--- src/logic/iois_pkg.sv ---
// Shared constants, field layout, states and carrier types of the I/O instruction sequencer.
package iois_pkg;

  // ---------------------------------------------------------------
  // Widths
  // ---------------------------------------------------------------
  localparam int unsigned WORD_W = 16;
  localparam int unsigned ADDR_W = 15;
  localparam int unsigned UNIT_W = 6;
  localparam int unsigned NUNITS = 64;
  localparam int unsigned RADDR_W = 3;

  // ---------------------------------------------------------------
  // First instruction word layout (word bit 0 is the MSB, bit k is word[15-k])
  // ---------------------------------------------------------------
  localparam int unsigned OP_HI = 15;
  localparam int unsigned OP_LO = 12;
  localparam int unsigned MERGE_BIT = 11;
  localparam int unsigned IND_BIT = 10;
  localparam int unsigned MAP_BIT = 9;
  localparam int unsigned FN_HI = 8;
  localparam int unsigned FN_LO = 7;
  localparam int unsigned WAIT_BIT = 6;
  localparam int unsigned UNIT_HI = 5;
  localparam int unsigned UNIT_LO = 0;
  localparam logic [3:0] OP_CMD_TEST = 4'hb;
  localparam logic [3:0] OP_ACC_MEM = 4'hf;
  localparam logic [1:0] FN_CMD = 2'h0;
  localparam logic [1:0] FN_TEST = 2'h1;
  localparam logic [1:0] FN_AOP = 2'h0;

  // ---------------------------------------------------------------
  // Second word in indirect format
  // ---------------------------------------------------------------
  localparam int unsigned W2_IND_BIT = 15;
  localparam int unsigned W2_IDX_BIT = 14;
  localparam int unsigned W2_ADDR_HI = 13;
  localparam int unsigned PC_MSB = 14;

  // ---------------------------------------------------------------
  // Timing: one machine cycle spans two clocks of 40 ns
  // ---------------------------------------------------------------
  localparam int unsigned CLK_NS = 40;
  localparam int unsigned MCYCLE_NS = 80;
  localparam int unsigned MCYCLE_CLKS = (MCYCLE_NS + CLK_NS - 1) / CLK_NS;

  // ---------------------------------------------------------------
  // Register map and reset values
  // ---------------------------------------------------------------
  localparam logic [RADDR_W-1:0] REG_CTRL = 3'h0;
  localparam logic [RADDR_W-1:0] REG_PC = 3'h1;
  localparam logic [RADDR_W-1:0] REG_STATUS = 3'h2;
  localparam logic [RADDR_W-1:0] REG_IR = 3'h3;
  localparam logic [RADDR_W-1:0] REG_OPND = 3'h4;
  localparam int unsigned CTRL_RUN = 0;
  localparam int unsigned CTRL_CLR_ILL = 1;
  localparam logic [ADDR_W-1:0] PC_RST = 15'h0000;
  localparam logic [ADDR_W-1:0] PC_STEP1 = 15'h0001;
  localparam logic [ADDR_W-1:0] PC_STEP2 = 15'h0002;

  typedef enum logic [5:0] {
    ST_IDLE = 6'h01,
    ST_FETCH = 6'h02,
    ST_DECODE = 6'h04,
    ST_ADDR = 6'h08,
    ST_READY = 6'h10,
    ST_XFER = 6'h20
  } iois_state_t;

  typedef struct packed {
    logic [UNIT_W-1:0] unit;
    logic connected;
    logic cmd_stb;
    logic out_stb;
    logic in_stb;
    logic test_stb;
    logic [WORD_W-1:0] data;
  } iois_io_t;

  typedef struct packed {
    logic rd;
    logic wr;
    logic [ADDR_W-1:0] addr;
    logic [WORD_W-1:0] wdata;
  } iois_mem_t;

  typedef struct packed {
    logic load;
    logic merge;
    logic [WORD_W-1:0] data;
  } iois_acc_t;

endpackage

--- src/logic/iois_cycle_div.sv ---
// Machine cycle divider: one-cycle enable pulse every MCYCLE_CLKS clocks.
`timescale 1ns/1ns
module iois_cycle_div
  import iois_pkg::*;
(
  input wire logic clk, // System clock.
  input wire logic arst_n, // Asynchronous reset, active low.
  output logic tick // One-clock pulse per machine cycle.
);

  // ---------------------------------------------------------------
  // Counter
  // ---------------------------------------------------------------
  localparam logic [7:0] LAST = 8'(MCYCLE_CLKS - 1);
  logic [7:0] cnt;

  // Free-running count; the pulse marks the last clock of each machine cycle.
  always_ff @(posedge clk or negedge arst_n) begin
    if (!arst_n) begin
      cnt <= 8'h00;
    end else if (cnt == LAST) begin
      cnt <= 8'h00;
    end else begin
      cnt <= cnt + 8'h01;
    end
  end

  assign tick = (cnt == LAST);

endmodule

--- src/logic/iois_unit_dec.sv ---
// Unit number decoder: one select line per peripheral controller.
`timescale 1ns/1ns
module iois_unit_dec
  import iois_pkg::*;
(
  input wire logic [UNIT_W-1:0] unit, // Unit number of the current instruction.
  input wire logic enable, // Peripheral attached to the bus.
  output logic [NUNITS-1:0] sel // One-hot select, all low when detached.
);

  // ---------------------------------------------------------------
  // Decode
  // ---------------------------------------------------------------
  // A loop keeps the decoder small; only the addressed line may rise.
  always_comb begin
    sel = '0;
    for (int i = 0; i < NUNITS; i++) begin
      sel[i] = enable && (unit == UNIT_W'(i));
    end
  end

endmodule

--- src/logic/iois_top.sv ---
// I/O instruction sequencer: fetch, decode and execute of programmed I/O instructions.
//
// The plain strobed port and the address map are this design's own decisions.
`timescale 1ns/1ns
module iois_top
  import iois_pkg::*;
(
  input wire logic clk, // System clock, 25 MHz.
  input wire logic arst_n, // Asynchronous reset, active low.
  input wire logic [RADDR_W-1:0] reg_addr, // Register address.
  input wire logic [WORD_W-1:0] reg_wdata, // Register write data.
  input wire logic reg_wr, // Register write strobe.
  input wire logic reg_rd, // Register read strobe.
  output logic [WORD_W-1:0] reg_rdata, // Read data, valid the cycle after reg_rd.
  output iois_mem_t mem, // Memory request.
  input wire logic [WORD_W-1:0] mem_rdata, // Memory read data.
  input wire logic [WORD_W-1:0] acc_in, // A-accumulator contents.
  input wire logic [WORD_W-1:0] idx_in, // Index register contents.
  output iois_acc_t acc, // Accumulator load request.
  output iois_io_t io, // I/O bus outputs.
  output logic [NUNITS-1:0] io_sel, // Peripheral selects.
  input wire logic [WORD_W-1:0] io_data_in, // Word from the peripheral.
  input wire logic io_ready, // Peripheral Ready.
  input wire logic io_test_ret // Peripheral Test Return.
);

  // ---------------------------------------------------------------
  // Declarations
  // ---------------------------------------------------------------
  iois_state_t state;
  iois_state_t next_state;
  logic tick;
  logic [ADDR_W-1:0] pc;
  logic [WORD_W-1:0] ir;
  logic [WORD_W-1:0] opnd;
  logic [ADDR_W-1:0] opnd_addr;
  logic opnd_have;
  logic run;
  logic illegal;
  logic last_skip;
  logic [WORD_W-1:0] iw;
  logic [3:0] op;
  logic [1:0] fn;
  logic legal;
  logic two_word;
  logic is_test;
  logic is_cmd;
  logic is_input;
  logic is_accout;
  logic wait_f;
  logic [ADDR_W-1:0] ea;
  logic go_xfer;
  logic finish;
  logic [ADDR_W-1:0] pc_step;
  logic [WORD_W-1:0] status;

  iois_cycle_div u_div (
    .clk(clk),
    .arst_n(arst_n),
    .tick(tick)
  );

  // The decoder is gated by the connect flag so no unit sees a select between instructions.
  iois_unit_dec u_dec (
    .unit(io.unit),
    .enable(io.connected),
    .sel(io_sel)
  );

  // ---------------------------------------------------------------
  // Instruction decode
  // ---------------------------------------------------------------
  // In the decode cycle the word is taken straight from memory, later from the latch.
  always_comb begin
    iw = (state == ST_DECODE) ? mem_rdata : ir;
    op = iw[OP_HI:OP_LO];
    fn = iw[FN_HI:FN_LO];
    legal = (op == OP_ACC_MEM) || ((op == OP_CMD_TEST) && !fn[1]);
    two_word = (op == OP_CMD_TEST) || fn[1];
    is_test = (op == OP_CMD_TEST) && (fn == FN_TEST);
    is_cmd = (op == OP_CMD_TEST) && (fn == FN_CMD);
    is_input = (op == OP_ACC_MEM) && fn[0];
    is_accout = (op == OP_ACC_MEM) && (fn == FN_AOP);
    wait_f = iw[WAIT_BIT] && !is_test;
    // Operand address of an indirect-format word; map supplies the top address bit.
    ea = {ir[MAP_BIT] ? pc[PC_MSB] : 1'b0, mem_rdata[W2_ADDR_HI:0]}
      + (mem_rdata[W2_IDX_BIT] ? idx_in[ADDR_W-1:0] : PC_RST);
  end

  // Ready is ignored by the test instruction; the test word always goes out.
  assign go_xfer = tick && (state == ST_READY) && (is_test || io_ready);
  assign finish = tick && ((state == ST_XFER)
    || ((state == ST_READY) && !is_test && !io_ready && !wait_f));
  // A skip follows any skip-mode transfer other than a test, or a test whose return says ready or go.
  assign pc_step = ((state == ST_XFER) && !wait_f && (!is_test || io_test_ret))
    ? PC_STEP2 : PC_STEP1;

  // ---------------------------------------------------------------
  // Sequencer
  // ---------------------------------------------------------------
  // Next state; every step takes one machine cycle, so a command is four plus waiting and one per indirect level.
  always_comb begin
    next_state = state;
    case (state)
      ST_IDLE: begin
        if (run) begin
          next_state = ST_FETCH;
        end
      end
      ST_FETCH: begin
        next_state = ST_DECODE;
      end
      ST_DECODE: begin
        if (!legal) begin
          next_state = ST_IDLE;
        end else if (two_word && iw[IND_BIT]) begin
          next_state = ST_ADDR;
        end else begin
          next_state = ST_READY;
        end
      end
      ST_ADDR: begin
        if (!mem_rdata[W2_IND_BIT]) begin
          next_state = ST_READY;
        end
      end
      ST_READY: begin
        if (is_test || io_ready) begin
          next_state = ST_XFER;
        end else if (!wait_f) begin
          next_state = run ? ST_FETCH : ST_IDLE;
        end
      end
      ST_XFER: begin
        next_state = run ? ST_FETCH : ST_IDLE;
      end
      default: begin
        next_state = ST_IDLE;
      end
    endcase
  end

  // State register advances on the machine cycle pulse only.
  always_ff @(posedge clk or negedge arst_n) begin
    if (!arst_n) begin
      state <= ST_IDLE;
    end else if (tick) begin
      state <= next_state;
    end
  end

  // Program counter: held while waiting, stepped past word two, stepped at the end.
  always_ff @(posedge clk or negedge arst_n) begin
    if (!arst_n) begin
      pc <= PC_RST;
    end else if (reg_wr && (reg_addr == REG_PC) && (state == ST_IDLE)) begin
      pc <= reg_wdata[ADDR_W-1:0];
    end else if (tick && (state == ST_DECODE) && legal && two_word) begin
      pc <= pc + PC_STEP1;
    end else if (finish) begin
      pc <= pc + pc_step;
    end
  end

  // ---------------------------------------------------------------
  // Instruction and operand latches
  // ---------------------------------------------------------------
  // The operand is the word read just before the ready test, from word two or the end of
  // the chain; it is latched once so a long wait does not depend on memory holding it.
  always_ff @(posedge clk or negedge arst_n) begin
    if (!arst_n) begin
      ir <= 16'h0000;
      opnd <= 16'h0000;
      opnd_addr <= PC_RST;
      opnd_have <= 1'b0;
      last_skip <= 1'b0;
    end else if (tick) begin
      if (state == ST_DECODE) begin
        ir <= mem_rdata;
        opnd_addr <= pc + PC_STEP1;
        opnd_have <= 1'b0;
      end
      if ((state == ST_ADDR) && !mem_rdata[W2_IND_BIT]) begin
        opnd_addr <= ea;
      end
      if ((state == ST_READY) && two_word && !opnd_have) begin
        opnd <= mem_rdata;
        opnd_have <= 1'b1;
      end
      if (finish) begin
        last_skip <= (pc_step == PC_STEP2);
      end
    end
  end

  // ---------------------------------------------------------------
  // Memory port
  // ---------------------------------------------------------------
  // Reads: word one, word two, each indirect level. Write: input word for memory input.
  always_ff @(posedge clk or negedge arst_n) begin
    if (!arst_n) begin
      mem <= '0;
    end else begin
      mem.rd <= 1'b0;
      mem.wr <= 1'b0;
      if (tick) begin
        case (state)
          ST_FETCH: begin
            mem.rd <= 1'b1;
            mem.addr <= pc;
          end
          ST_DECODE: begin
            if (legal && two_word) begin
              mem.rd <= 1'b1;
              mem.addr <= pc + PC_STEP1;
            end
          end
          ST_ADDR: begin
            mem.rd <= 1'b1;
            mem.addr <= ea;
          end
          ST_XFER: begin
            if (is_input && two_word) begin
              mem.wr <= 1'b1;
              mem.addr <= opnd_addr;
              mem.wdata <= io_data_in;
            end
          end
          default: begin
          end
        endcase
      end
    end
  end

  // Accumulator input: word handed over at the end of the transfer cycle.
  always_ff @(posedge clk or negedge arst_n) begin
    if (!arst_n) begin
      acc <= '0;
    end else begin
      acc.load <= tick && (state == ST_XFER) && is_input && !two_word;
      if (tick && (state == ST_XFER)) begin
        acc.merge <= ir[MERGE_BIT];
        acc.data <= io_data_in;
      end
    end
  end

  // ---------------------------------------------------------------
  // I/O bus
  // ---------------------------------------------------------------
  // Attach at decode, detach when the instruction ends; strobes mark the transfer cycle.
  always_ff @(posedge clk or negedge arst_n) begin
    if (!arst_n) begin
      io <= '0;
    end else begin
      io.cmd_stb <= go_xfer && is_cmd;
      io.test_stb <= go_xfer && is_test;
      io.out_stb <= go_xfer && !is_input && !is_cmd && !is_test;
      io.in_stb <= go_xfer && is_input;
      if (tick && (state == ST_DECODE) && legal) begin
        io.connected <= 1'b1;
        io.unit <= mem_rdata[UNIT_HI:UNIT_LO];
      end else if (finish) begin
        io.connected <= 1'b0;
      end
      if (go_xfer) begin
        io.data <= is_accout ? acc_in : (opnd_have ? opnd : mem_rdata);
      end
    end
  end

  // ---------------------------------------------------------------
  // Registers
  // ---------------------------------------------------------------
  // A non-I/O opcode stops the run; the stop wins over a software write in the same cycle.
  always_ff @(posedge clk or negedge arst_n) begin
    if (!arst_n) begin
      run <= 1'b0;
      illegal <= 1'b0;
    end else begin
      if (tick && (state == ST_DECODE) && !legal) begin
        run <= 1'b0;
      end else if (reg_wr && (reg_addr == REG_CTRL)) begin
        run <= reg_wdata[CTRL_RUN];
      end
      if (tick && (state == ST_DECODE) && !legal) begin
        illegal <= 1'b1;
      end else if (reg_wr && (reg_addr == REG_CTRL) && reg_wdata[CTRL_CLR_ILL]) begin
        illegal <= 1'b0;
      end
    end
  end

  assign status = {2'h0, 6'(state), 4'h0, (state == ST_READY), last_skip, illegal,
    io.connected};

  // Read data stands for exactly the cycle after the strobe; unmapped reads give zero.
  always_ff @(posedge clk or negedge arst_n) begin
    if (!arst_n) begin
      reg_rdata <= 16'h0000;
    end else if (reg_rd) begin
      case (reg_addr)
        REG_CTRL: reg_rdata <= {15'h0000, run};
        REG_PC: reg_rdata <= {1'b0, pc};
        REG_STATUS: reg_rdata <= status;
        REG_IR: reg_rdata <= ir;
        REG_OPND: reg_rdata <= opnd;
        default: reg_rdata <= 16'h0000;
      endcase
    end else begin
      reg_rdata <= 16'h0000;
    end
  end
endmodule

--- config.mk ---
export PLATFORM = sky130hd
export DESIGN_NAME = iois_top
export DESIGN_NICKNAME = d
export VERILOG_FILES = /design/src/logic/iois_pkg.sv /design/src/logic/iois_cycle_div.sv /design/src/logic/iois_unit_dec.sv /design/src/logic/iois_top.sv
export SDC_FILE = /design/constraint.sdc
export NUM_CORES = 1
export LEC_CHECK = 0
export BUFFER_PORTS_ARGS = -buffer_cell sky130_fd_sc_hd__clkbuf_2
export CAP_MARGIN = 20
export CORE_ASPECT_RATIO = 0.9
export CORE_MARGIN = 1
export CORE_UTILIZATION = 45
export CTS_BUF_LIST = sky130_fd_sc_hd__clkbuf_16
export DETAILED_ROUTE_END_ITERATION = 10
export PLACE_DENSITY = 0.66
export SYNTH_ARGS = -nofsm -noshare
export SYNTH_HDL_FRONTEND = slang
export SYNTH_SLANG_ARGS = --single-unit
--- constraint.sdc ---
create_clock -name clk -period 4.8 [get_ports clk]
set_input_delay 0.96 -clock clk [delete_from_list [all_inputs] [get_ports clk]]
set_output_delay 0.96 -clock clk [all_outputs]
set_load 0.1 [all_outputs]
==> results.ini <==
[finish]
area_growth_pct = 19.3
nNetsFinal = 1469
postLayoutCoreUtil = 0.548
antenna_cells = 0
drive_above_1_share = 0.282
design_area_sq_um = 12400

[critical_path]
arrival_ns = 4.19
crit_type = flop to flop
start_kind = flop
cp_max_fo = 18
required_ns = 5.17
critPathCaptureType = flop
rrSetupSlack_ns = 0.98

[grt]
antenna_found_initial = 0
grt_pass1_wl_um = 51300
grt_usage = 0.282
grt-ovfl-total = 0
grt_max_degree = 83
grt_pass1_vias = 8947

[cts]
hold_buffers = 0
cts_tree = yes
cts_made_buffers = 17
cts_setup_buffers = 0
clk_latency_ns = 0.44
ctsResizeCount = 0
cts_buffer_depth = 2
clkTransAtPathRegs_ns = 0.07
numClockSinks = 174
cts_root_buf = clkbuf_16
cts_max_level = 4

[sta]
whs_ns = 0.466
worst_pin_slew_ns = 1.11
drv_slew = 0
fmax_mhz = 262
finalSetupViolCount = 0
skew_ns = 0.00972
tns_ns = 0
fin_crit_ns = 3.82
hold_viol = 0
period_share = 0.797
slew_headroom = 0.258
rsz0062_at_grt = no
fin_ws_ns = 0.976

[synth]
ys_types = 80
synth_top_family_by_area = simple AND/OR/NAND/NOR gates
synthXorXnorAreaFrac = 0.0296
synthCells = 1157
synth_nets = 1267
yosysTopAreaCellShare = 0.417
synth_warnings = 0
synth-main-ff-cell = dfrtp_1
synth_top_area_cell = dfrtp_1
muxShareOfSynthArea = 0.0903
synth_area_per_cell_sq_um = 8.96
synth_edf_count = 0
synthAdderAreaFrac = 0.0287
netlist_area_sq_um = 10400
yosys.area_share.simple = 0.217
synthTopCellsByCount = 173 x dfrtp_1, 172 x nand2_1, 149 x nor2_1
synthTopCellsByArea = dfrtp_1 42%, mux2_2 6.6%, nand2_1 6.2%, nor2_1 5.4%, o21ai_0 2.8%
ys_async_sr_fraction = 1.00
synth_compound_area_frac = 0.176
ys_ff_latch = 174
synth_most_common_cell = dfrtp_1
synth_seq_area_share = 0.420

[routing]
drt-total-wl_um = 33100
vias_per_cell = 5.80
drc = 0
drt-initial-drc-count = 845
drtPass1Iterations = 6
wl_per_cell_um = 19.8
vias = 9672
ant_nets = 0

[power_and_ir_drop]
powerDensity_nw_per_um2 = 456
p_leak_nw = 5.94
vdd_drop_max_mv = 0.276

[floorplanning]
ios = 247
dieArea_sq_um = 23700
initial_utilization = 0.459
die_h_um = 146
rows = 52
coreArea_sq_um = 22600
die_x_um = 162

[place]
place_ws_ns = 0.648
post_dp_cell_area_sq_um = 11800
hpwl_um = 24700
io_buffers = 244
gp_congestion = 0.970

[flow_run]
drv_cap = 0

[min_path]
hold_class = flop to flop

[run_status]
run_status = completed

-- through the flow --
step,total power [W],cells
after floorplan,0.00372,1157
after global placement,0.00422,1635
after detailed placement,0.00426,1635
after CTS,0.00563,1666
after global routing,0.00592,1668
final,0.00564,1668
-- layer usage --
layer	vias to the layer above	track usage	wire (um)
met5	-	0	0
met3	56	0.0580	2630
met4	0	0.109	1040
li1	4525	-	-
met1	4624	0.376	14100
met2	467	0.451	15400
-- flip-flops by register name, indices dropped and copies added, names as in the netlist --
name	count
illegal	1
pc	15
u_div.cnt	8
mem	33
io	27
opnd_have	1
reg_rdata	16
state	6
acc	18
opnd	16
ir	16
run	1
last_skip	1
opnd_addr	15
-- where the power goes --
part	switching [W]	internal, W	total (W)
sequential	0.000374	0.00174	0.00212
clock	0.000682	0.000692	0.00137
combinational	0.00151	0.000635	0.00215
total	0.00257	0.00307	0.00564
-- area by class of cell --
| cell class | count | area [sq um] |
|---|---|---|
| Timing Repair Buffer | 266 | 1400 |
| Inverter | 10 | 37.5 |
| Clock inverter | 14 | 149 |
| Multi-Input combinational cell | 890 | 5630 |
| Fill cell | 2134 | 10200 |
| Tap cell | 297 | 372 |
| Sequential cell | 174 | 4360 |
| Clock buffer | 17 | 425 |
-- worst max-delay path: stages (launching register included) --
cell	delay, ns
dfrtp_1	0.36
buf_4	0.19
or4_4	0.61
nor4_1	0.35
or2_2	0.24
mux2i_1	0.26
nor2_1	0.15
inv_1	0.08
ha_1	0.17
fa_1	0.19
nand2_1	0.05
a21oi_1	0.41
o211ai_1	0.23
a211o_1	0.32
a21oi_1	0.11
-- cell usage in the layout, fill, tap and decap left out, drive strengths merged, types with 23 or more instances in the layout --
cell and n:
nor2 150, buf 23, nand3 34, a21oi 45, mux2i 25, nand2 173
o21ai 69, dfrtp 173, mux2 61, and2 24, clkbuf 260
-- final timing paths --
| check | start | endpoint | depth (start not counted) |
|---|---|---|---|
| worst max-delay path | state[5]$_DFFE_PN0P_ | pc[12]$_DFFE_PN0P_ | 14 |
| worst min-delay path | mem[7]$_DFFE_PN0P_ | mem[7]$_DFFE_PN0P_ | 2 |
| worst max register to register | state[5]$_DFFE_PN0P_ | pc[12]$_DFFE_PN0P_ | 14 |
| worst min register to register | mem[7]$_DFFE_PN0P_ | mem[7]$_DFFE_PN0P_ | 2 |
| max in group asynchronous | arst_n | mem[10]$_DFFE_PN0P_ | 2 |
| min in group asynchronous | arst_n | io[4]$_DFFE_PN0P_ | 1 |
-- cell families after synthesis --
| logic type | Yosys count |
|---|---|
| flops | 174 |
| mux | 86 |
| buf+inv | 93 |
| xor+xnor | 35 |
| fa+ha+maj | 23 |
| simple gates | 482 |
| compound gates | 264 |
(Power assumes the default switching activity.)
